<file path="config.mk">
export PLATFORM = sky130hd
export DESIGN_NAME = sync_div_ctrl_flat
export DESIGN_NICKNAME = d
export VERILOG_FILES = /design/src/shared/sync_div_pkg.sv /design/src/shared/sync_div_if.sv /design/src/design/sync_div_ctrl.sv /design/src/flat_wrapper.sv
export SDC_FILE = /design/constraint.sdc
export NUM_CORES = 1
export LEC_CHECK = 0
export ABC_AREA = 1
export BUFFER_PORTS_ARGS = -buffer_cell sky130_fd_sc_hd__buf_4
export CAP_MARGIN = 20
export CORE_ASPECT_RATIO = 1.1
export CORE_MARGIN = 2
export CORE_UTILIZATION = 42
export DETAILED_ROUTE_END_ITERATION = 16
export PLACE_DENSITY = 0.77
export SKIP_LAST_GASP = 1
export SLEW_MARGIN = 20
export SYNTH_ARGS = -nofsm -noshare
export SYNTH_HDL_FRONTEND = slang
export SYNTH_SLANG_ARGS = --single-unit
</file>
<file path="constraint.sdc">
create_clock -name SYS_CLK -period 1.2 [get_ports SYS_CLK]
set_clock_uncertainty 0.15 [all_clocks]
set_input_delay 0.12 -clock SYS_CLK [delete_from_list [all_inputs] [get_ports SYS_CLK]]
set_output_delay 0.12 -clock SYS_CLK [all_outputs]
set_load 0.02 [all_outputs]
</file>
<file path="src/shared/sync_div_pkg.sv">
// Constants for the sync clock divider pair
// Assumes both ends share SYS_CLK as the sync clock
`default_nettype none
package sync_div_pkg;
  // Register indices as printed, byte address is four times the index
  localparam logic [31:0] DIV_CTRL_INDEX    = 32'h0000_4E48;
  localparam logic [31:0] START_DELAY_INDEX = 32'h0004_80C6;
  localparam logic [31:0] DIV_CTRL_ADDR     = 32'h0001_3920;
  localparam logic [31:0] START_DELAY_ADDR  = 32'h0012_0318;
  // Controller registers on APB
  localparam logic [11:0] CMD_DIV_OFS       = 12'h000;
  localparam logic [11:0] CMD_GO_OFS        = 12'h004;
  localparam logic [11:0] STAT_OFS          = 12'h008;
  localparam logic [11:0] RDATA_OFS         = 12'h00C;
  localparam int          STAT_BUSY_BIT     = 0;
  localparam int          STAT_REJ_BIT      = 1;
  localparam int          GO_WRITE_BIT      = 0;
  localparam int          GO_RDDIV_BIT      = 1;
  localparam int          GO_RDDLY_BIT      = 2;
  localparam logic [15:0] DIV_RESET         = 16'h0001;
  localparam logic [15:0] DIV_MAX           = 16'h07D0;
  localparam int          NUM_DIVS          = 17;
  localparam logic [15:0] DIV_SET [NUM_DIVS] = '{
    16'h0001, 16'h0002, 16'h0004, 16'h0008, 16'h000A, 16'h0010, 16'h0014, 16'h0028, 16'h0032,
    16'h0050, 16'h0064, 16'h00C8, 16'h0190, 16'h01F4, 16'h0320, 16'h03E8, 16'h07D0};
  // Start delay: fixed base plus BOARD_DELAY plus divider share, in samples
  localparam logic [31:0] DELAY_BASE        = 32'h0000_0004;
  localparam logic [2:0]  MAX_ACT_CH        = 3'h4;

  function automatic logic div_legal(input logic [31:0] v);
    logic ok;
    ok = 1'b0;
    for (int i = 0; i < NUM_DIVS; i++) begin
      if (v == {16'h0000, DIV_SET[i]}) begin
        ok = 1'b1;
      end
    end
    return ok;
  endfunction
endpackage
`default_nettype wire

</file>
<file path="src/shared/sync_div_if.sv">
// Register port between a board controller and a board's divider block
// Assumes one clock shared by both ends
`timescale 1ns/1ps
`default_nettype none
interface sync_div_if (input wire logic clk);
  logic        req;
  logic        wr;
  logic [31:0] addr;
  logic [31:0] wdata;
  logic        ack;
  logic        err;
  logic [31:0] rdata;
  modport dev  (input req, wr, addr, wdata, output ack, err, rdata);
  modport ctrl (output req, wr, addr, wdata, input ack, err, rdata);
endinterface
`default_nettype wire

</file>
<file path="src/design/sync_div_ctrl.sv">
// Controller end: APB slave that forwards divider and delay accesses
// Assumes the board end acks one cycle after a held request
//
// Design decision made here: the APB slave port.
`timescale 1ns/1ps
`default_nettype none
module sync_div_ctrl (
  input  wire logic        SYS_CLK,
  input  wire logic        RST,
  input  wire logic        PSEL,
  input  wire logic        PENABLE,
  input  wire logic        PWRITE,
  input  wire logic [11:0] PADDR,
  input  wire logic [31:0] PWDATA,
  output logic             PREADY,
  output logic             PSLVERR,
  output logic [31:0]      PRDATA,
  sync_div_if.ctrl         BUS
);
  typedef enum logic [1:0] {IDLE = 2'b00, REQ = 2'b01, WAIT = 2'b11} phase_e;
  typedef struct packed {
    phase_e      ph;
    logic [31:0] cmd_div;
    logic        rej;
    logic [31:0] rd;
    logic        wr;
    logic [31:0] addr;
  } state_s;

  state_s st_r;
  state_s st_nxt;
  logic   access;

  // ----------------------------------------
  // APB and link sequencing
  // ----------------------------------------
  always_comb begin
    st_nxt = st_r;
    access = PSEL && PENABLE;
    PREADY = 1'b1;
    PSLVERR = 1'b0;
    PRDATA = 32'h0000_0000;
    unique case (PADDR)
      sync_div_pkg::CMD_DIV_OFS: PRDATA = st_r.cmd_div;
      sync_div_pkg::STAT_OFS:    PRDATA = {30'h00000000, st_r.rej, st_r.ph != IDLE};
      sync_div_pkg::RDATA_OFS:   PRDATA = st_r.rd;
      sync_div_pkg::CMD_GO_OFS:  PRDATA = 32'h0000_0000;
      default:                   PSLVERR = access;
    endcase
    if (access && PWRITE) begin
      if (PADDR == sync_div_pkg::CMD_DIV_OFS) begin
        st_nxt.cmd_div = PWDATA;
      end else if (PADDR == sync_div_pkg::CMD_GO_OFS && st_r.ph == IDLE) begin
        // Divider writes go only to the board
        if (PWDATA[sync_div_pkg::GO_WRITE_BIT]) begin
          st_nxt.ph = REQ;
          st_nxt.wr = 1'b1;
          st_nxt.addr = sync_div_pkg::DIV_CTRL_ADDR;
        end else if (PWDATA[sync_div_pkg::GO_RDDIV_BIT]) begin
          st_nxt.ph = REQ;
          st_nxt.wr = 1'b0;
          st_nxt.addr = sync_div_pkg::DIV_CTRL_ADDR;
        end else if (PWDATA[sync_div_pkg::GO_RDDLY_BIT]) begin
          // Delay feeds software offset arithmetic
          st_nxt.ph = REQ;
          st_nxt.wr = 1'b0;
          st_nxt.addr = sync_div_pkg::START_DELAY_ADDR;
        end
      end
    end
    unique case (st_r.ph)
      IDLE: ;
      REQ:  st_nxt.ph = WAIT;
      WAIT: begin
        if (BUS.ack) begin
          st_nxt.ph = IDLE;
          st_nxt.rej = BUS.err;
          st_nxt.rd = BUS.rdata;
        end
      end
      default: st_nxt.ph = IDLE;
    endcase
  end

  always_ff @(posedge SYS_CLK) begin
    if (RST) begin
      st_r <= '{ph: IDLE, cmd_div: {16'h0000, sync_div_pkg::DIV_RESET}, default: '0};
    end else begin
      st_r <= st_nxt;
    end
  end

  // Divider passed on as written; board end vets it
  assign BUS.req   = st_r.ph != IDLE;
  assign BUS.wr    = st_r.wr;
  assign BUS.addr  = st_r.addr;
  assign BUS.wdata = st_r.cmd_div;
endmodule
`default_nettype wire

</file>
<file path="src/flat_wrapper.sv">
// flat-port wrapper written by rule: the top's interface ports become plain ports
module sync_div_ctrl_flat 
  (SYS_CLK, RST, PSEL, PENABLE, PWRITE, PADDR, PWDATA, PREADY, PSLVERR, PRDATA, clk, BUS_req, BUS_wr, BUS_addr, BUS_wdata, BUS_ack, BUS_err, BUS_rdata);
  sync_div_if BUS_i (.clk(clk));
  input  wire logic SYS_CLK;
  input  wire logic RST;
  input  wire logic PSEL;
  input  wire logic PENABLE;
  input  wire logic PWRITE;
  input  wire logic [11:0] PADDR;
  input  wire logic [31:0] PWDATA;
  output logic PREADY;
  output logic PSLVERR;
  output logic [31:0] PRDATA;
  input wire logic clk;
  output wire logic [$bits(BUS_i.req)-1:0] BUS_req;
  output wire logic [$bits(BUS_i.wr)-1:0] BUS_wr;
  output wire logic [$bits(BUS_i.addr)-1:0] BUS_addr;
  output wire logic [$bits(BUS_i.wdata)-1:0] BUS_wdata;
  input wire logic [$bits(BUS_i.ack)-1:0] BUS_ack;
  input wire logic [$bits(BUS_i.err)-1:0] BUS_err;
  input wire logic [$bits(BUS_i.rdata)-1:0] BUS_rdata;
  assign BUS_req = BUS_i.req;
  assign BUS_wr = BUS_i.wr;
  assign BUS_addr = BUS_i.addr;
  assign BUS_wdata = BUS_i.wdata;
  assign BUS_i.ack = BUS_ack;
  assign BUS_i.err = BUS_err;
  assign BUS_i.rdata = BUS_rdata;
  sync_div_ctrl u_core (.SYS_CLK(SYS_CLK), .RST(RST), .PSEL(PSEL), .PENABLE(PENABLE), .PWRITE(PWRITE), .PADDR(PADDR), .PWDATA(PWDATA), .PREADY(PREADY), .PSLVERR(PSLVERR), .PRDATA(PRDATA), .BUS(BUS_i));
endmodule
</file>
==> impl_results.html <==
<table>
<tr><th>Metric</th><th>Value</th></tr>
<tr><th colspan="2">Logic synthesis</th></tr>
<tr><td>Area share of and/or/nand/nor cells after synthesis</td><td>17.3%</td></tr>
<tr><td>Cell with the most instances after synthesis</td><td>sky130_fd_sc_hd__nand2_1</td></tr>
<tr><td>Number of enable-type register cells in the synthesized netlist</td><td>0</td></tr>
<tr><td>Register bit count reported by yosys</td><td>71</td></tr>
<tr><td>Top cell type by total area after synthesis</td><td>sky130_fd_sc_hd__dfxtp_1</td></tr>
<tr><td>Sequential share of the synthesized area</td><td>38.9%</td></tr>
<tr><td>Distinct cell type count of the synthesized netlist</td><td>24</td></tr>
<tr><td>Main flop type after synthesis</td><td>sky130_fd_sc_hd__dfxtp_1</td></tr>
<tr><td>YS warnings</td><td>0</td></tr>
<tr><td>Largest family of logic cells by synthesized area</td><td>buffers and inverters</td></tr>
<tr><td>Synth Area per Inst</td><td>7.53 sq um</td></tr>
<tr><td>Netlist area before placement</td><td>3650 sq um</td></tr>
<tr><td>Portion of synthesized cell area occupied by the leading cell type</td><td>38.9%</td></tr>
<tr><td>Area contributors post-synth</td><td>sky130_fd_sc_hd__dfxtp_1 (39%), sky130_fd_sc_hd__buf_4 (13%), sky130_fd_sc_hd__nand2_1 (11%)</td></tr>
<tr><td>Top cell types by occurrence after synthesis</td><td>sky130_fd_sc_hd__nand2_1 (107), sky130_fd_sc_hd__dfxtp_1 (71), sky130_fd_sc_hd__buf_4 (65)</td></tr>
<tr><td>Post-synth ARST share</td><td>0%</td></tr>
<tr><td>Synthesized-area fraction occupied by ao, oa, aoi and oai cells</td><td>21.5%</td></tr>
<tr><td>Adder and majority gate portion of the synthesized area</td><td>0%</td></tr>
<tr><td>Multiplexer share of the synthesized area</td><td>0%</td></tr>
<tr><td>Parity-gate share of the synthesized area counting xor and xnor cells</td><td>0%</td></tr>
<tr><td>Number of instances in the synthesized netlist</td><td>485</td></tr>
<tr><th colspan="2">Final layout</th></tr>
<tr><td>Utilization after layout</td><td>83.6%</td></tr>
<tr><td>Area added between synthesis and finish</td><td>92.5%</td></tr>
<tr><td>Non-Filler Instances</td><td>829</td></tr>
<tr><td>Number of inserted filler cells in the final layout</td><td>485</td></tr>
<tr><td>Ratio of cells with drive above 1 in the final layout</td><td>54.0%</td></tr>
<tr><td>Final #Nets</td><td>798</td></tr>
<tr><td>Antenna diode count</td><td>0</td></tr>
<tr><th colspan="2">Pwr</th></tr>
<tr><td>Power Internal</td><td>4.11 mW</td></tr>
<tr><td>Static power due to leakage</td><td>2.89 nW</td></tr>
<tr><td>Net switching power</td><td>1.21 mW</td></tr>
<tr><td>Sequential cell fraction of total power</td><td>44.3%</td></tr>
<tr><td>Switching power share of the total</td><td>22.7%</td></tr>
<tr><td>Clock network fraction of design power</td><td>42.8%</td></tr>
<tr><td>Combinational power share</td><td>13.0%</td></tr>
<tr><td>IR drop worst, VDD</td><td>0.000600 V</td></tr>
<tr><td>Power per unit of standard cell area</td><td>756 nW/um^2</td></tr>
<tr><th colspan="2">Drt</th></tr>
<tr><td>Number of antenna-violating nets in the routed design</td><td>0</td></tr>
<tr><td>DR pass1 iterations</td><td>4</td></tr>
<tr><td>Violation count after the first detailed-route iteration</td><td>172</td></tr>
<tr><td>Final routed wire length divided by cell count</td><td>18.1 um</td></tr>
<tr><td>Vias after detailed routing</td><td>4,161</td></tr>
<tr><td>Residual DRC count</td><td>0</td></tr>
<tr><td>Final routed wirelength across all metal layers</td><td>15.0 mm</td></tr>
<tr><td>Average vias per placed instance</td><td>5.02</td></tr>
<tr><th colspan="2">Timing</th></tr>
<tr><td>Final Hold Viols</td><td>0</td></tr>
<tr><td>Total negative setup slack</td><td>-22.97 ns</td></tr>
<tr><td>Slew headroom</td><td>58.7%</td></tr>
<tr><td>Setup repair after global routing missed its margin</td><td>true</td></tr>
<tr><td>Final worst-path setup slack</td><td>-0.406 ns</td></tr>
<tr><td>Number of setup violations in the final report</td><td>104</td></tr>
<tr><td>Crit path time final</td><td>1.61 ns</td></tr>
<tr><td>Final slew viol count</td><td>0</td></tr>
<tr><td>Transition time of the tightest slew-check pin</td><td>0.617 ns</td></tr>
<tr><td>Top achievable clock speed</td><td>0.623 GHz</td></tr>
<tr><td>Final cycle utilization of the critical path</td><td>134%</td></tr>
<tr><th colspan="2">Floorplanning</th></tr>
<tr><td>Die outline width</td><td>92.9 um</td></tr>
<tr><td>Std cell rows</td><td>35</td></tr>
<tr><td>Placeable core region</td><td>8410 sq um</td></tr>
<tr><td>Y dimension of the die</td><td>102 um</td></tr>
<tr><td>Overall die area</td><td>9460 sq um</td></tr>
<tr><td>Effective utilization at floorplan</td><td>43.5%</td></tr>
<tr><td>Number of primary I/O pins</td><td>184</td></tr>
<tr><th colspan="2">CTS</th></tr>
<tr><td>Root Buffer</td><td>sky130_fd_sc_hd__clkbuf_8</td></tr>
<tr><td>Total CTS buffers</td><td>9</td></tr>
<tr><td>Number of H-tree levels</td><td>3</td></tr>
<tr><td>Buffer depth of the longest clock path</td><td>2</td></tr>
<tr><td>CTS tree</td><td>done</td></tr>
<tr><td>Clock-pin slew reported for the worst setup and hold paths after clock tree synthesis</td><td>0.08 ns</td></tr>
<tr><td>Clock network latency to the later pin of the worst-skew pair</td><td>0.33 ns</td></tr>
<tr><td>Clock net sink count</td><td>71</td></tr>
<tr><th colspan="2">Worst setup path</th></tr>
<tr><td>Reg-to-reg setup timing slack</td><td>-0.29 ns</td></tr>
<tr><td>Max Fanout on Critical Path</td><td>6</td></tr>
<tr><td>Worst setup SP type</td><td>primary input</td></tr>
<tr><td>Worst reg2reg startpoint</td><td>u_core.st_r[98]$_SDFF_PP0_</td></tr>
<tr><td>Critical Path End Type</td><td>output pin</td></tr>
<tr><td>Crit path kind</td><td>in2out</td></tr>
<tr><td>Arrival time reported for the critical path endpoint</td><td>1.34 ns</td></tr>
<tr><td>WP data required</td><td>0.93 ns</td></tr>
<tr><td>Worst flop-to-flop path endpoint</td><td>u_core.st_r[52]$_SDFFE_PP0P_</td></tr>
<tr><td>Number of cell instances on the worst register-to-register path</td><td>8</td></tr>
<tr><th colspan="2">Outcome</th></tr>
<tr><td>Failing checks</td><td>negative setup slack</td></tr>
<tr><td>Status</td><td>complete, but fails checks</td></tr>
<tr><th colspan="2">Placement</th></tr>
<tr><td>Setup slack at placement</td><td>-0.419 ns</td></tr>
<tr><td>Detail Placement HPWL</td><td>7.25 mm</td></tr>
<tr><td>Final RePlAce weighted congestion</td><td>0.833</td></tr>
<tr><td>Placed Instances</td><td>713</td></tr>
<tr><td>Number of buffer cells added on primary ports</td><td>160</td></tr>
<tr><th colspan="2">Hold path</th></tr>
<tr><td>WHS Path Cells</td><td>3</td></tr>
<tr><td>Worst hold path type</td><td>in2reg</td></tr>
<tr><td>End point of the worst hold path</td><td>u_core.BUS.wdata[3]$_SDFFE_PP0P_</td></tr>
<tr><td>Source of the worst hold timing path</td><td>RST</td></tr>
<tr><th colspan="2">Global route</th></tr>
<tr><td>Global-route wire length before repair</td><td>20.3 mm</td></tr>
<tr><td>Global router's overall resource usage</td><td>27.8%</td></tr>
<tr><td>Antenna violations before repair</td><td>0</td></tr>
<tr><td>Vias in the first global route</td><td>4,152</td></tr>
<tr><td>Overflow after GRT</td><td>0</td></tr>
<tr><td>Largest net degree at the start of global routing</td><td>28</td></tr>
<tr><th colspan="2">Flow run</th></tr>
<tr><td>Count of max-cap constraint violations</td><td>0</td></tr>
</table>
==> per-layer routing <==
metal,vias to the layer above,wire length (um),global-route usage [%]
met1,1998,5270,29.0
li1,1921,-,-
met2,198,8350,53.8
met5,-,0,0
met4,0,581,14.7
met3,44,781,3.91
==> power groups by stage <==
stage,combinational (mW),clock (mW),sequential (mW)
floorplan,0.199,0,2.41
global placement,0.405,0,2.41
detailed placement,0.408,0,2.41
CTS,0.617,2.30,2.35
global route,0.726,2.39,2.35
finish,0.691,2.27,2.35
==> cells by family (layout without fill, tap and decap cells) <==
family | after synthesis | count (layout)
AO/OA/AOI/OAI | 127 | 127
buffers and inverters | 134 | 347
flip-flops | 71 | 71
other | 2 | 22
AND/OR/NAND/NOR | 151 | 151
==> flip-flops by register name (all words and copies together) (netlist names) <==
name,flops
u_core.BUS.addr,3
u_core.BUS.wdata,32
u_core.BUS.wr,1
u_core.st_r,35
==> through the flow <==
step / power (mW) / instance area [sq um] / hold WS [ns]
3_5_place_dp: 2.82 / 5020 / 0.219
6_report: 5.32 / 7030 / 0.0604
3_3_place_gp: 2.81 / 5020 / 0.210
2_1_floorplan: 2.61 / 4050 / 0.0553
4_1_cts: 5.27 / 6590 / 0.0279
5_1_grt: 5.47 / 7030 / 0.0670
==> timing repair <==
item	4_1_cts	5_1_grt
buffers inserted	12	7
hold buffers	67	2
pin swaps	26	22
endpoints found under the hold margin	69	10
endpoints found under the setup margin	67	112
gates cloned	11	5
gates resized for setup	112	82
==> placed cells by master, fill, tap and decap left out, drive strengths merged <==
cell type,netlist,routed
o21bai,2,2
clkinv,0,4
a21oi,65,65
nand4,2,2
nor3,3,3
clkbuf,12,14
dlygate4sd3,0,68
dfxtp,71,71
nand3,10,10
conb,2,22
bufinv,0,3
o21ai,60,60
inv,44,43
nor2,18,18
buf,78,215
nand2,118,118
==> worst max-delay path, stage by stage <==
cell	delay [ns]
sky130_fd_sc_hd__buf_6	0.10
sky130_fd_sc_hd__nor2_4	0.09
sky130_fd_sc_hd__nand2_2	0.07
sky130_fd_sc_hd__nor2_4	0.12
sky130_fd_sc_hd__nand2_2	0.08
sky130_fd_sc_hd__nor2_4	0.14
sky130_fd_sc_hd__clkinv_4	0.14
sky130_fd_sc_hd__buf_16	0.18
sky130_fd_sc_hd__o21ai_4	0.15
sky130_fd_sc_hd__buf_6	0.14
==> area by class of cell <==
class                           instances  area [sq um]  area share (%)
Multi-Input combinational cell        300          2120            30.1
Tap cell                              111           139            1.97
Inverter                               44           178            2.53
Clock buffer                            9           124            1.76
Clock inverter                          6           109            1.55
Sequential cell                        71          1430            20.3
Timing Repair Buffer                  288          2940            41.8
==> worst max path at each step <==
stage              from    endpoint  cells after the start
6_report       PADDR[4]  PRDATA[12]                     10
5_1_grt        PADDR[4]  PRDATA[25]                     10
4_1_cts        PADDR[9]  PRDATA[16]                     11
3_5_place_dp   PADDR[5]   PRDATA[8]                     10
3_3_place_gp   PADDR[5]   PRDATA[6]                     10
2_1_floorplan  PADDR[5]  PRDATA[10]                      8
No activity file was read; power rests on OpenSTA's default activity.
